File: config.mk
export PLATFORM = sky130hd
export DESIGN_NAME = ebd_core
export DESIGN_NICKNAME = d
export VERILOG_FILES = /design/src/pkg/ebd_pkg.sv /design/src/core/ebd_core.sv
export SDC_FILE = /design/constraint.sdc
export NUM_CORES = 1
export LEC_CHECK = 0
export BUFFER_PORTS_ARGS = -buffer_cell sky130_fd_sc_hd__buf_2
export CAP_MARGIN = 10
export CORE_AREA = 4 4 98 137
export DETAILED_ROUTE_END_ITERATION = 8
export DIE_AREA = 0 0 102 141
export PLACE_DENSITY = 0.73
export SYNTH_ARGS = -nofsm -noshare
export SYNTH_HDL_FRONTEND = slang
export SYNTH_SLANG_ARGS = --single-unit
File: constraint.sdc
create_clock -name i_mclk -period 3.14 [get_ports i_mclk]
set_clock_uncertainty 0.15 [all_clocks]
set_input_delay 0.785 -clock i_mclk [delete_from_list [all_inputs] [get_ports i_mclk]]
set_output_delay 0.785 -clock i_mclk [all_outputs]
set_load 0.01 [all_outputs]
File: src/pkg/ebd_pkg.sv
package ebd_pkg;

    // ------------------------------------------------------------
    // Address map
    // ------------------------------------------------------------
    localparam logic [15:0] SPECIAL_HI = 16'h0017; // Top of special regs
    localparam logic [15:0] RAM_HI = 16'h01FF;     // Top of register RAM
    localparam logic [15:0] ROM_LO = 16'h2000;     // On-chip program memory
    localparam logic [15:0] ROM_HI = 16'h5FFF;     // End of program memory
    localparam logic [15:0] NMI_VECTOR = 16'h203E; // Nonmaskable vector

    // ------------------------------------------------------------
    // Register bus map (byte addresses)
    // ------------------------------------------------------------
    localparam logic [7:0] OFS_CONFIG = 8'h00; // chip_config_register
    localparam logic [7:0] OFS_STATUS = 8'h04; // Bus controller state

    // Config fields
    localparam int CFG_DYN_WIDTH = 1;   // 1: width from input each cycle
    localparam int CFG_VALID_MODE = 2;  // 1: address valid form
    localparam int CFG_BYTE_WRITE = 3;  // 1: per-byte write strobes
    localparam logic [7:0] CFG_RESET = 8'h00; // Config after reset

    // Status fields
    localparam int STS_BUSY = 0;   // External cycle in progress
    localparam int STS_HOLD = 1;   // Bus released to other master
    localparam int STS_WIDE = 2;   // Last cycle ran 16 bits wide
    localparam int STS_EXT_SEL = 3; // external_access_select level

    // ------------------------------------------------------------
    // Types
    // ------------------------------------------------------------
    // Where an access is steered
    typedef enum logic [1:0] {
        T_EXTERNAL = 2'h0,
        T_SPECIAL = 2'h1,
        T_RAM = 2'h2,
        T_ROM = 2'h3
    } ebd_target_t;

    // Bus sequencer states, one-hot
    typedef enum logic [4:0] {
        S_IDLE = 5'h01,
        S_ADDR = 5'h02,
        S_DATA = 5'h04,
        S_GAP = 5'h08,
        S_HOLD = 5'h10
    } ebd_state_t;

endpackage : ebd_pkg

File: src/core/ebd_core.sv
`timescale 1ns/1ps
// Overview of operation
// - 2000H-5FFFH internal when select high, else external
// - Fetches from 0000H-01FFH always go external
// - Data at 0018H-01FFH goes to register RAM
// - Data at 0000H-0017H goes to special regs
// - Config bit 1 set: width input picks 16/8
// - Config bit 1 clear: every cycle 8-bit
// - Fetch flag high on external fetch reads only
// - Strobe is latch pulse or valid, valid ends high
// - Address strobe only on external accesses
// - Read strobe only on external reads
// - Low write strobe: every write or even bytes
// - High pin: high-byte enable or odd-byte write
// - Ready stretches external cycles, ignored otherwise
// - Rising nonmaskable event vectors through 203EH
// - Clock output runs at half the input clock
// - Hold request answered by release acknowledge
// - Pending request raised while bus is held
// - Address then data on shared multiplexed lines
module ebd_core (
    input wire logic i_mclk,
    input wire logic i_rstn,
    // Processor side request port
    input wire logic i_req,
    input wire logic [15:0] i_req_addr,
    input wire logic i_req_we,
    input wire logic i_req_fetch,
    input wire logic i_req_word,
    input wire logic [15:0] i_req_wdata,
    output logic o_req_done,
    output logic [15:0] o_req_rdata,
    output logic [1:0] o_req_target,
    // External multiplexed bus
    input wire logic [15:0] i_ad_in,
    output logic [15:0] o_ad_out,
    output logic o_ad_oe,
    output logic o_addr_strobe,
    output logic o_read_n,
    output logic o_store_low_strobe_n,
    output logic o_store_high_strobe_n,
    output logic o_opcode_fetch_flag,
    input wire logic i_ready,
    input wire logic i_buswidth,
    input wire logic i_external_access_select,
    input wire logic i_hold,
    output logic o_bus_release_ack,
    output logic o_pending_cycle_request,
    // Nonmaskable event and clock output
    input wire logic i_nmi,
    output logic o_nmi_take,
    output logic [15:0] o_nmi_vector,
    output logic o_clock_output,
    // Wishbone slave
    input wire logic i_wb_cyc,
    input wire logic i_wb_stb,
    input wire logic i_wb_we,
    input wire logic [7:0] i_wb_adr,
    input wire logic [3:0] i_wb_sel,
    input wire logic [31:0] i_wb_dat,
    output logic [31:0] o_wb_dat,
    output logic o_wb_ack
);

    // ------------------------------------------------------------
    // Address decode
    // ------------------------------------------------------------
    // Used by request intake and hold pending logic
    function automatic ebd_pkg::ebd_target_t ebd_decode(
        input logic [15:0] addr,
        input logic fetch,
        input logic sel
    );
        ebd_pkg::ebd_target_t t;
        t = ebd_pkg::T_EXTERNAL;
        if (fetch && addr <= ebd_pkg::RAM_HI)
            t = ebd_pkg::T_EXTERNAL;
        else if (addr <= ebd_pkg::SPECIAL_HI)
            t = ebd_pkg::T_SPECIAL;
        else if (addr <= ebd_pkg::RAM_HI)
            t = ebd_pkg::T_RAM;
        else if (sel && addr >= ebd_pkg::ROM_LO && addr <= ebd_pkg::ROM_HI)
            t = ebd_pkg::T_ROM;
        return t;                             // Rest external
    endfunction : ebd_decode

    // ------------------------------------------------------------
    // State and latched request
    // ------------------------------------------------------------
    ebd_pkg::ebd_state_t state; // Sequencer state
    ebd_pkg::ebd_state_t next_state;
    logic [7:0] config_reg; // chip_config_register
    logic [15:0] cur_addr; // Latched request address
    logic cur_we; // Latched direction
    logic cur_fetch; // Latched fetch kind
    logic cur_word; // Latched word size
    logic [15:0] cur_wdata; // Latched write data
    logic second; // Second byte beat of word
    logic more_beat; // Another beat follows the gap
    logic cyc16; // Width of current cycle
    logic nmi_prev; // Previous event level

    // Decoded intake
    ebd_pkg::ebd_target_t dec;
    logic take;
    logic take_ext;
    logic take_int;
    logic dyn_width;
    logic valid_mode;
    logic byte_write;
    logic width_now;
    logic a0;
    logic lo_lane;
    logic hi_lane;
    logic even_wr;
    logic odd_wr;
    logic as_idle;
    logic as_active;
    logic more_now;

    // Next values of registered outputs
    logic [15:0] next_ad;
    logic next_oe;
    logic next_as;
    logic next_rd_n;
    logic next_wl_n;
    logic next_wh_n;
    logic next_fetch;

    assign dyn_width = config_reg[ebd_pkg::CFG_DYN_WIDTH];
    assign valid_mode = config_reg[ebd_pkg::CFG_VALID_MODE];
    assign byte_write = config_reg[ebd_pkg::CFG_BYTE_WRITE];
    assign dec = ebd_decode(i_req_addr, i_req_fetch,
        i_external_access_select);
    // A done pulse means the core is still dropping its request
    assign take = (state == ebd_pkg::S_IDLE) && i_req && !o_req_done
        && !i_hold;
    assign take_ext = take && (dec == ebd_pkg::T_EXTERNAL);
    assign take_int = take && (dec != ebd_pkg::T_EXTERNAL);
    // Latch form idles low, valid form idles high
    assign as_idle = valid_mode;
    assign as_active = !valid_mode;
    // Width is fixed once a split word has started
    assign width_now = second ? 1'b0 : (dyn_width & i_buswidth);
    assign a0 = cur_addr[0] | second;
    assign more_now = cur_word && !cyc16 && !second;

    // ------------------------------------------------------------
    // Byte lanes of the data phase
    // ------------------------------------------------------------
    always_comb
    begin
        if (width_now)
        begin
            lo_lane = cur_word | !a0;
            hi_lane = cur_word | a0;
            even_wr = lo_lane;
            odd_wr = hi_lane;
        end
        else
        begin
            // Narrow bus carries every byte on the low lane
            lo_lane = 1'b1;
            hi_lane = 1'b0;
            even_wr = !a0;
            odd_wr = a0;
        end
    end

    // ------------------------------------------------------------
    // Sequencer next state and pin values
    // ------------------------------------------------------------
    always_comb
    begin
        next_state = state;
        next_ad = o_ad_out;
        next_oe = o_ad_oe;
        next_as = o_addr_strobe;
        next_rd_n = 1'b1;
        next_wl_n = 1'b1;
        next_wh_n = 1'b1;
        next_fetch = o_opcode_fetch_flag;
        case (state)
            ebd_pkg::S_IDLE:
            begin
                // Pins stay quiet for internal accesses
                next_oe = 1'b0;
                next_as = as_idle;
                next_fetch = 1'b0;
                if (i_hold)
                    next_state = ebd_pkg::S_HOLD;
                else if (take_ext)
                begin
                    // Address goes out first on shared lines
                    next_state = ebd_pkg::S_ADDR;
                    next_ad = i_req_addr;
                    next_oe = 1'b1;
                    next_as = as_active;
                    next_fetch = i_req_fetch & !i_req_we;
                end
            end
            ebd_pkg::S_ADDR:
            begin
                // Latch pulse ends; valid form stays low
                next_state = ebd_pkg::S_DATA;
                next_as = 1'b0;
                if (cur_we)
                begin
                    next_oe = 1'b1;
                    if (width_now)
                        next_ad = cur_word ? cur_wdata
                            : {cur_wdata[7:0], cur_wdata[7:0]};
                    else
                        next_ad = {8'h00,
                            second ? cur_wdata[15:8] : cur_wdata[7:0]};
                    next_wl_n = byte_write ? !even_wr : 1'b0;
                    next_wh_n = byte_write ? !odd_wr : !hi_lane;
                end
                else
                begin
                    next_oe = 1'b0;
                    next_rd_n = 1'b0;
                end
            end
            ebd_pkg::S_DATA:
            begin
                if (i_ready)
                begin
                    // Valid form returns high at cycle end
                    next_state = ebd_pkg::S_GAP;
                    next_as = as_idle;
                    next_oe = 1'b0;
                    next_fetch = 1'b0;
                end
                else
                begin
                    // Stretched while ready is low
                    next_rd_n = o_read_n;
                    next_wl_n = o_store_low_strobe_n;
                    next_wh_n = o_store_high_strobe_n;
                end
            end
            ebd_pkg::S_GAP:
            begin
                if (more_beat)
                begin
                    next_state = ebd_pkg::S_ADDR;
                    next_ad = {cur_addr[15:1], 1'b1};
                    next_oe = 1'b1;
                    next_as = as_active;
                    next_fetch = cur_fetch & !cur_we;
                end
                else
                    next_state = ebd_pkg::S_IDLE;
            end
            ebd_pkg::S_HOLD:
            begin
                // Bus lines released to the other master
                next_oe = 1'b0;
                next_as = as_idle;
                next_fetch = 1'b0;
                if (!i_hold)
                    next_state = ebd_pkg::S_IDLE;
            end
            default:
                next_state = ebd_pkg::S_IDLE;
        endcase
    end

    // ------------------------------------------------------------
    // Sequencer registers and pins
    // ------------------------------------------------------------
    always_ff @(posedge i_mclk or negedge i_rstn)
    begin
        if (!i_rstn)
        begin
            state <= ebd_pkg::S_IDLE;
            o_ad_out <= 16'h0000;
            o_ad_oe <= 1'b0;
            o_addr_strobe <= 1'b0;
            o_read_n <= 1'b1;
            o_store_low_strobe_n <= 1'b1;
            o_store_high_strobe_n <= 1'b1;
            o_opcode_fetch_flag <= 1'b0;
            o_bus_release_ack <= 1'b0;
            o_pending_cycle_request <= 1'b0;
        end
        else
        begin
            state <= next_state;
            o_ad_out <= next_ad;
            o_ad_oe <= next_oe;
            o_addr_strobe <= next_as;
            o_read_n <= next_rd_n;
            o_store_low_strobe_n <= next_wl_n;
            o_store_high_strobe_n <= next_wh_n;
            o_opcode_fetch_flag <= next_fetch;
            o_bus_release_ack <= (next_state == ebd_pkg::S_HOLD);
            // Own external work waits behind the other master
            o_pending_cycle_request <= (next_state == ebd_pkg::S_HOLD)
                && i_req && !o_req_done && (dec == ebd_pkg::T_EXTERNAL);
        end
    end

    // ------------------------------------------------------------
    // Request latch, beat tracking and answer
    // ------------------------------------------------------------
    always_ff @(posedge i_mclk or negedge i_rstn)
    begin
        if (!i_rstn)
        begin
            cur_addr <= 16'h0000;
            cur_we <= 1'b0;
            cur_fetch <= 1'b0;
            cur_word <= 1'b0;
            cur_wdata <= 16'h0000;
            second <= 1'b0;
            more_beat <= 1'b0;
            cyc16 <= 1'b0;
            o_req_done <= 1'b0;
            o_req_rdata <= 16'h0000;
            o_req_target <= 2'h0;
        end
        else
        begin
            o_req_done <= take_int;
            if (take)
            begin
                cur_addr <= i_req_addr;
                cur_we <= i_req_we;
                cur_fetch <= i_req_fetch;
                cur_word <= i_req_word;
                cur_wdata <= i_req_wdata;
                second <= 1'b0;
                o_req_target <= dec;
                o_req_rdata <= 16'h0000;
            end
            if (state == ebd_pkg::S_ADDR)
                cyc16 <= width_now;
            if (state == ebd_pkg::S_GAP && more_beat)
                second <= 1'b1;
            if (state == ebd_pkg::S_DATA && i_ready)
            begin
                more_beat <= more_now;
                o_req_done <= !more_now;
                if (cyc16)
                    o_req_rdata <= cur_word ? i_ad_in
                        : {8'h00, a0 ? i_ad_in[15:8] : i_ad_in[7:0]};
                else if (second)
                    o_req_rdata[15:8] <= i_ad_in[7:0];
                else
                    o_req_rdata <= {8'h00, i_ad_in[7:0]};
            end
        end
    end

    // ------------------------------------------------------------
    // Nonmaskable event and clock output
    // ------------------------------------------------------------
    always_ff @(posedge i_mclk or negedge i_rstn)
    begin
        if (!i_rstn)
        begin
            nmi_prev <= 1'b0;
            o_nmi_take <= 1'b0;
            o_nmi_vector <= ebd_pkg::NMI_VECTOR;
            o_clock_output <= 1'b0;
        end
        else
        begin
            nmi_prev <= i_nmi;
            o_nmi_take <= i_nmi && !nmi_prev;
            o_nmi_vector <= ebd_pkg::NMI_VECTOR;
            o_clock_output <= !o_clock_output;
        end
    end

    // ------------------------------------------------------------
    // Wishbone slave: config and status
    // ------------------------------------------------------------
    // One wait-free answer; unmapped reads return zero
    always_ff @(posedge i_mclk or negedge i_rstn)
    begin
        if (!i_rstn)
        begin
            config_reg <= ebd_pkg::CFG_RESET;
            o_wb_ack <= 1'b0;
            o_wb_dat <= 32'h0000_0000;
        end
        else
        begin
            o_wb_ack <= i_wb_cyc && i_wb_stb && !o_wb_ack;
            o_wb_dat <= 32'h0000_0000;
            if (i_wb_cyc && i_wb_stb && !o_wb_ack)
            begin
                if (i_wb_we && i_wb_sel[0]
                    && i_wb_adr == ebd_pkg::OFS_CONFIG)
                    config_reg <= i_wb_dat[7:0];
                else if (!i_wb_we && i_wb_adr == ebd_pkg::OFS_CONFIG)
                    o_wb_dat <= {24'h00_0000, config_reg};
                else if (!i_wb_we && i_wb_adr == ebd_pkg::OFS_STATUS)
                    o_wb_dat <= {28'h000_0000, i_external_access_select,
                        cyc16, o_bus_release_ack,
                        (state != ebd_pkg::S_IDLE
                        && state != ebd_pkg::S_HOLD)};
            end
        end
    end
endmodule : ebd_core

* Word level (Yosys, flattened, before mapping) *
Index checks and enable logic that the tools add are counted.

cells by class
  reductions and logical operators = 51
  $add $sub $neg = 0
  mux-type cells = 59
  shift-type cells = 0
  bitwise operators = 6
  equal/unequal tests = 14
  div/mod/pow operators = 0
  order comparisons = 4
  multipliers = 0

operators by type and width
  operator                number
  $mux W16                10
  $mux W8                 7
  $pmux W16 S3            1
  $pmux W5 S5             1
  $mux W1                 24
  $logic_and A1 B1 Y1     23
  $mux W5                 4
  $ge A16 B14 Y1 const B  1
  $le A16 B15 Y1 const B  1
  $le A16 B5 Y1 const B   1
  $le A16 B9 Y1 const B   1
  $logic_not A1 Y1        16
  $eq A5 B5 Y1 const B    2
  $mux W2                 5
  $ne A2 B2 Y1 const B    5
  $pmux W1 S5             2
  $eq A8 B3 Y1 const B    1
  $logic_not A8 Y1        1
  $pmux W1 S2             3
  $reduce_and A3 Y1       2
  $reduce_bool A2 Y1      3
  $eq A5 B1 Y1 const B    1
  $eq A5 B2 Y1 const B    1
  $eq A5 B3 Y1 const B    1
  other kinds (13)        17

storage, ports and cells
  bits in latches = 0
  logic and storage cells = 162
  input bits = 106
  memories kept = 0
  register bits = 130
  output and inout port bits = 94
  bits in writable memories = 0
  bits in read-only memories = 0

* Logic depth before layout (Yosys ltp) *
  depth in word-level cells = 16
  depth in mapped cells = 8
  mapped depth without buffers = 6

* Least setup slack after synthesis *
OpenSTA, ideal clock, no wires.

  path type = input-to-reg
  from = input i_req_addr[14]
  to = register o_ad_out[15]
  data arrival time = 2344 ps
  stages = 7
  setup time = 125 ps
  setup slack = 521 ps
  data required time = 2865 ps
  buffers on the path = 2
  cell sequence = or4_1 -> nand2b_1 -> a31oi_1 -> a211o_1 -> buf_6 -> buf_12 -> mux2_4

between the ends
  word-level cells in the longest chain between the ends = 11
  elaborated cells on any way between the ends = 15
  classes of those cells = order compare: 4; eq/ne: 1; mux: 4; reduce/logical: 6

ends and longest elaborated chain
  element                                 line             text
  start: declaration                      ebd_core.sv:26   input wire logic [15:0] i_req_addr,
  $ge A16 B14 Y1                          ebd_core.sv:82   else if (sel && addr >= ebd_pkg::ROM_LO && addr <= ebd_pkg::ROM_HI)
  $logic_and A1 B1 Y1 (2 in a row)        ebd_core.sv:82
  $mux W2                                 ebd_core.sv:82
  $mux W2                                 ebd_core.sv:80   else if (addr <= ebd_pkg::RAM_HI)
  $mux W2                                 ebd_core.sv:78   else if (addr <= ebd_pkg::SPECIAL_HI)
  $mux W2 (*)                             ebd_core.sv:76   if (fetch && addr <= ebd_pkg::RAM_HI)
  $logic_not A2 Y1 (*)                    ebd_core.sv:138  assign take_ext = take && (dec == ebd_pkg::T_EXTERNAL);
  $logic_and A1 B1 Y1 (*)                 ebd_core.sv:138
  $ne A2 B2 Y1 (no source line) (*)       --
  $reduce_and A5 Y1 (no source line) (*)  --
  end signal: assignment                  ebd_core.sv:291  o_ad_out <= next_ad;
  end: declaration                        ebd_core.sv:36   output logic [15:0] o_ad_out,

Every way passes the cells marked *; elsewhere a longest branch is shown, timed or not.
A chain may end at the register's enable or synchronous reset.

* Final worst setup path *
  from = register state[3]
  to = register o_req_rdata[2]

between the ends
  word-level cells in the longest chain between the ends = 8
  elaborated cells on any way between the ends = 10
  classes of those cells = eq/ne: 2; mux: 4; reduce/logical: 4

ends and longest elaborated chain
  element                           line             text
  start: declaration                ebd_core.sv:90   ebd_pkg::ebd_state_t state;
  start signal: assignment          ebd_core.sv:277  state <= ebd_pkg::S_IDLE;
  start signal: assignment          ebd_core.sv:290  state <= next_state;
  $eq A5 B1 Y1                      ebd_core.sv:136  assign take = (state == ebd_pkg::S_IDLE) && i_req && !o_req_done
  $logic_and A1 B1 Y1 (2 in a row)  ebd_core.sv:136
  $logic_and A1 B1 Y1               ebd_core.sv:137  && !i_hold;
  $mux W16                          ebd_core.sv:327  if (take)
  $mux W8                           ebd_core.sv:349  else if (second)
  $mux W16                          ebd_core.sv:346  if (cyc16)
  $mux W16 (*)                      ebd_core.sv:342  if (state == ebd_pkg::S_DATA && i_ready)
  end signal: assignment            ebd_core.sv:347  o_req_rdata <= cur_word ? i_ad_in
  end signal: assignment            ebd_core.sv:352  o_req_rdata <= {8'h00, i_ad_in[7:0]};
  end: declaration                  ebd_core.sv:32   output logic [15:0] o_req_rdata,

Every way passes the cells marked *; elsewhere a longest branch is shown, timed or not. The select of a mux whose other input is x is not followed.

==> metrics.txt <==
run status completed; cell-internal power 3170 uW; fmax 0.387 GHz; largest net degree at the start of global routing 50; WHS Endpoint o_nmi_take$_DFF_PN0_; setup_tns 0 ns; Residual DRC 0; Avg Vias per Cell 5.37; YS warnings 0; Final Critical Period 2.58 ns; Multi-input gate area 2410 um2; slew margin rel. 30.1%; first-pass GRT wire length 22,700 um; final setup fails 0; synthesized instance count 550; FFs w/ async S/R, synth 100%; Avg WL per Cell 17.2 um; R2R Path End o_req_rdata[2]$_DFF_PN0_; Die Y 141 um; layout cell share with drive strength beyond 1 28.8%; P&R area growth vs syn 17.7%; ant diodes 0; Hold Crit Start nmi_prev$_DFF_PN0_; Area contributors post-synth dfrtp_1 47%, nand2_1 8.9%, buf_4 5.6%; Storage cell area 2660 um2; flops & latches, synth 106; worst-skew pair later-pin latency 0.35 ns; library cells used by synthesis 52; Hold Crit Class reg -> reg; Worst EP arrival 2.62 ns; Initial Utilization 44.1%; Reg2Reg Depth 5; DRT Pass-1 Iters 7; worst path required time 3.18 ns; Max Fanout on Critical Path 19; Overflow after GRT 0; total global-route track usage 20.1%; Cell Pwr Density 776 nW/um2; Worst-path clk slew 0.07 ns; most frequent cells in the layout 131 x buf_2, 128 x nand2_1, 102 x dfrtp_1; Combinational Power Share 34.5%; dpl hpwl 10,600 um; hold-critical path depth 1; placed cell area 6070 um2; die width 102 um; most common cell after layout, fill and taps aside buf_2; CTS tree done; Tcrit/Tclk final 82.3%; Site Rows 48; crit path launch type flop; DRT antenna net count 0; fin. max-slew vios 0; final hold vios 0; Starting DRT DRC Count 314; RSZ-0062 raised after global routing no; CP Buf/Inv Count 0; Yosys top cell area share 47.3%; total setup buffers inserted after CTS 0; ys flop type dfrtp_1; # resized after CTS 0; IO Pins 200; sequential area share after synthesis 49.2%; Leak Pwr 0.00331 uW; EDFF count, synth 0; switching pwr 1760 uW; CTS max path bufs 2; syn avg cell area 9.82 um2; slowest CP cell or3_1; H-tree levels 3; CTS Buf Count 9; maximum VDD drop 276 uV; final net count 779; WL final 14,200 um; Worst Tran Pin Value 1.05 ns; Final Instance Area 6350 um2; crit-path cells or4_4 -> or3_1 -> a21o_1 -> o31ai_1 -> a221oi_1; Clk pwr share 22.1%; CP Capture Type flop; vias in the first global route 4,588; clk root buf clkbuf_16; Port Buffers 132; RR Startpoint state[3]$_DFF_PN0_; fillers 1,157; CP top delay family simple AND/OR/NAND/NOR gates; core footprint 12,300 um2; Tot Pwr 4930 uW; cell taking the most area after synthesis dfrtp_1; Max-cap violations 0; # clock sinks 106; die area 14,400 um2; Worst path max stage delay 0.66 ns; hold bufs inserted after CTS 0; cell area after synthesis 5400 um2; Reg power frac 43.4%; pre-CTS setup slack 0.271 ns; Switching Fraction 35.7%; initial antenna violation count 1; Hold WS 0.252 ns; routed vias 4,447; WS Path Type reg -> reg; R2R setup slack 0.56 ns; gp weighted congestion 0.853; Setup WS post-layout 0.557 ns
[through the flow]
stage	util, %	cells
after floorplan	-	588
after global placement	49.5	812
after detailed placement	49.5	812
after CTS	51.9	828
after global routing	51.9	828
final	51.9	828
[worst max path at each step]
stage / to / depth (start not counted) / slack, ns / from
floorplan: o_ad_out[15]$_DFFE_PN0P_ / 7 / 0.52 / i_req_addr[14]
global placement: o_ad_out[14]$_DFFE_PN0P_ / 7 / 0.30 / i_req_addr[14]
detailed placement: o_ad_out[13]$_DFFE_PN0P_ / 7 / 0.27 / i_req_addr[14]
CTS: o_req_rdata[2]$_DFF_PN0_ / 5 / 0.57 / state[3]$_DFF_PN0_
global route: o_req_rdata[4]$_DFF_PN0_ / 5 / 0.46 / state[3]$_DFF_PN0_
finish: o_req_rdata[2]$_DFF_PN0_ / 5 / 0.56 / state[3]$_DFF_PN0_
[cell usage after synthesis, types with 7 or more instances]
master,n
a22oi_1,18
and2_1,10
mux2i_1,26
o21ai_0,26
nand2_1,128
clkbuf_1,17
buf_4,40
a221o_1,7
mux2_2,17
a221oi_1,10
a21oi_1,10
o31ai_1,8
a21o_1,9
nor2_1,27
inv_1,7
dfrtp_1,102
mux2_4,9
[routing by layer]
metal	global-route usage [%]	part of all wire [%]	routed length, um
met3	4.31	6.8	969
met4	8.15	2.0	286
met2	34.3	52	7430
met1	24.5	39	5530
met5	0	0.13	19
[cell families after synthesis]
group	Yosys count	synth area share, %
flip-flops	106	49.2
other	2	0.139
multiplexers	52	10.9
XOR/XNOR	4	0.649
AND/OR/NAND/NOR	201	16.4
buffers and inverters	78	8.92
AO/OA/AOI/OAI	107	13.8
[cell type report]
cell class / instances / area share [%]
clock buffers: 10 / 3.76
flip-flops and latches: 106 / 41.8
well taps: 150 / 2.95
clock inverters: 6 / 0.768
repair buffers: 145 / 12.4
inverters: 7 / 0.414
multi-input cells: 404 / 37.9
[power groups by stage]
stage / combinational [uW] / clock (uW) / sequential (uW)
after detailed placement: 1700 / 0 / 2160
final: 1700 / 1090 / 2140
after global routing: 1870 / 1170 / 2190
after global placement: 1650 / 0 / 2130
after floorplan: 1180 / 0 / 2110
after CTS: 1710 / 1110 / 2140
(Power assumes the default switching activity.)
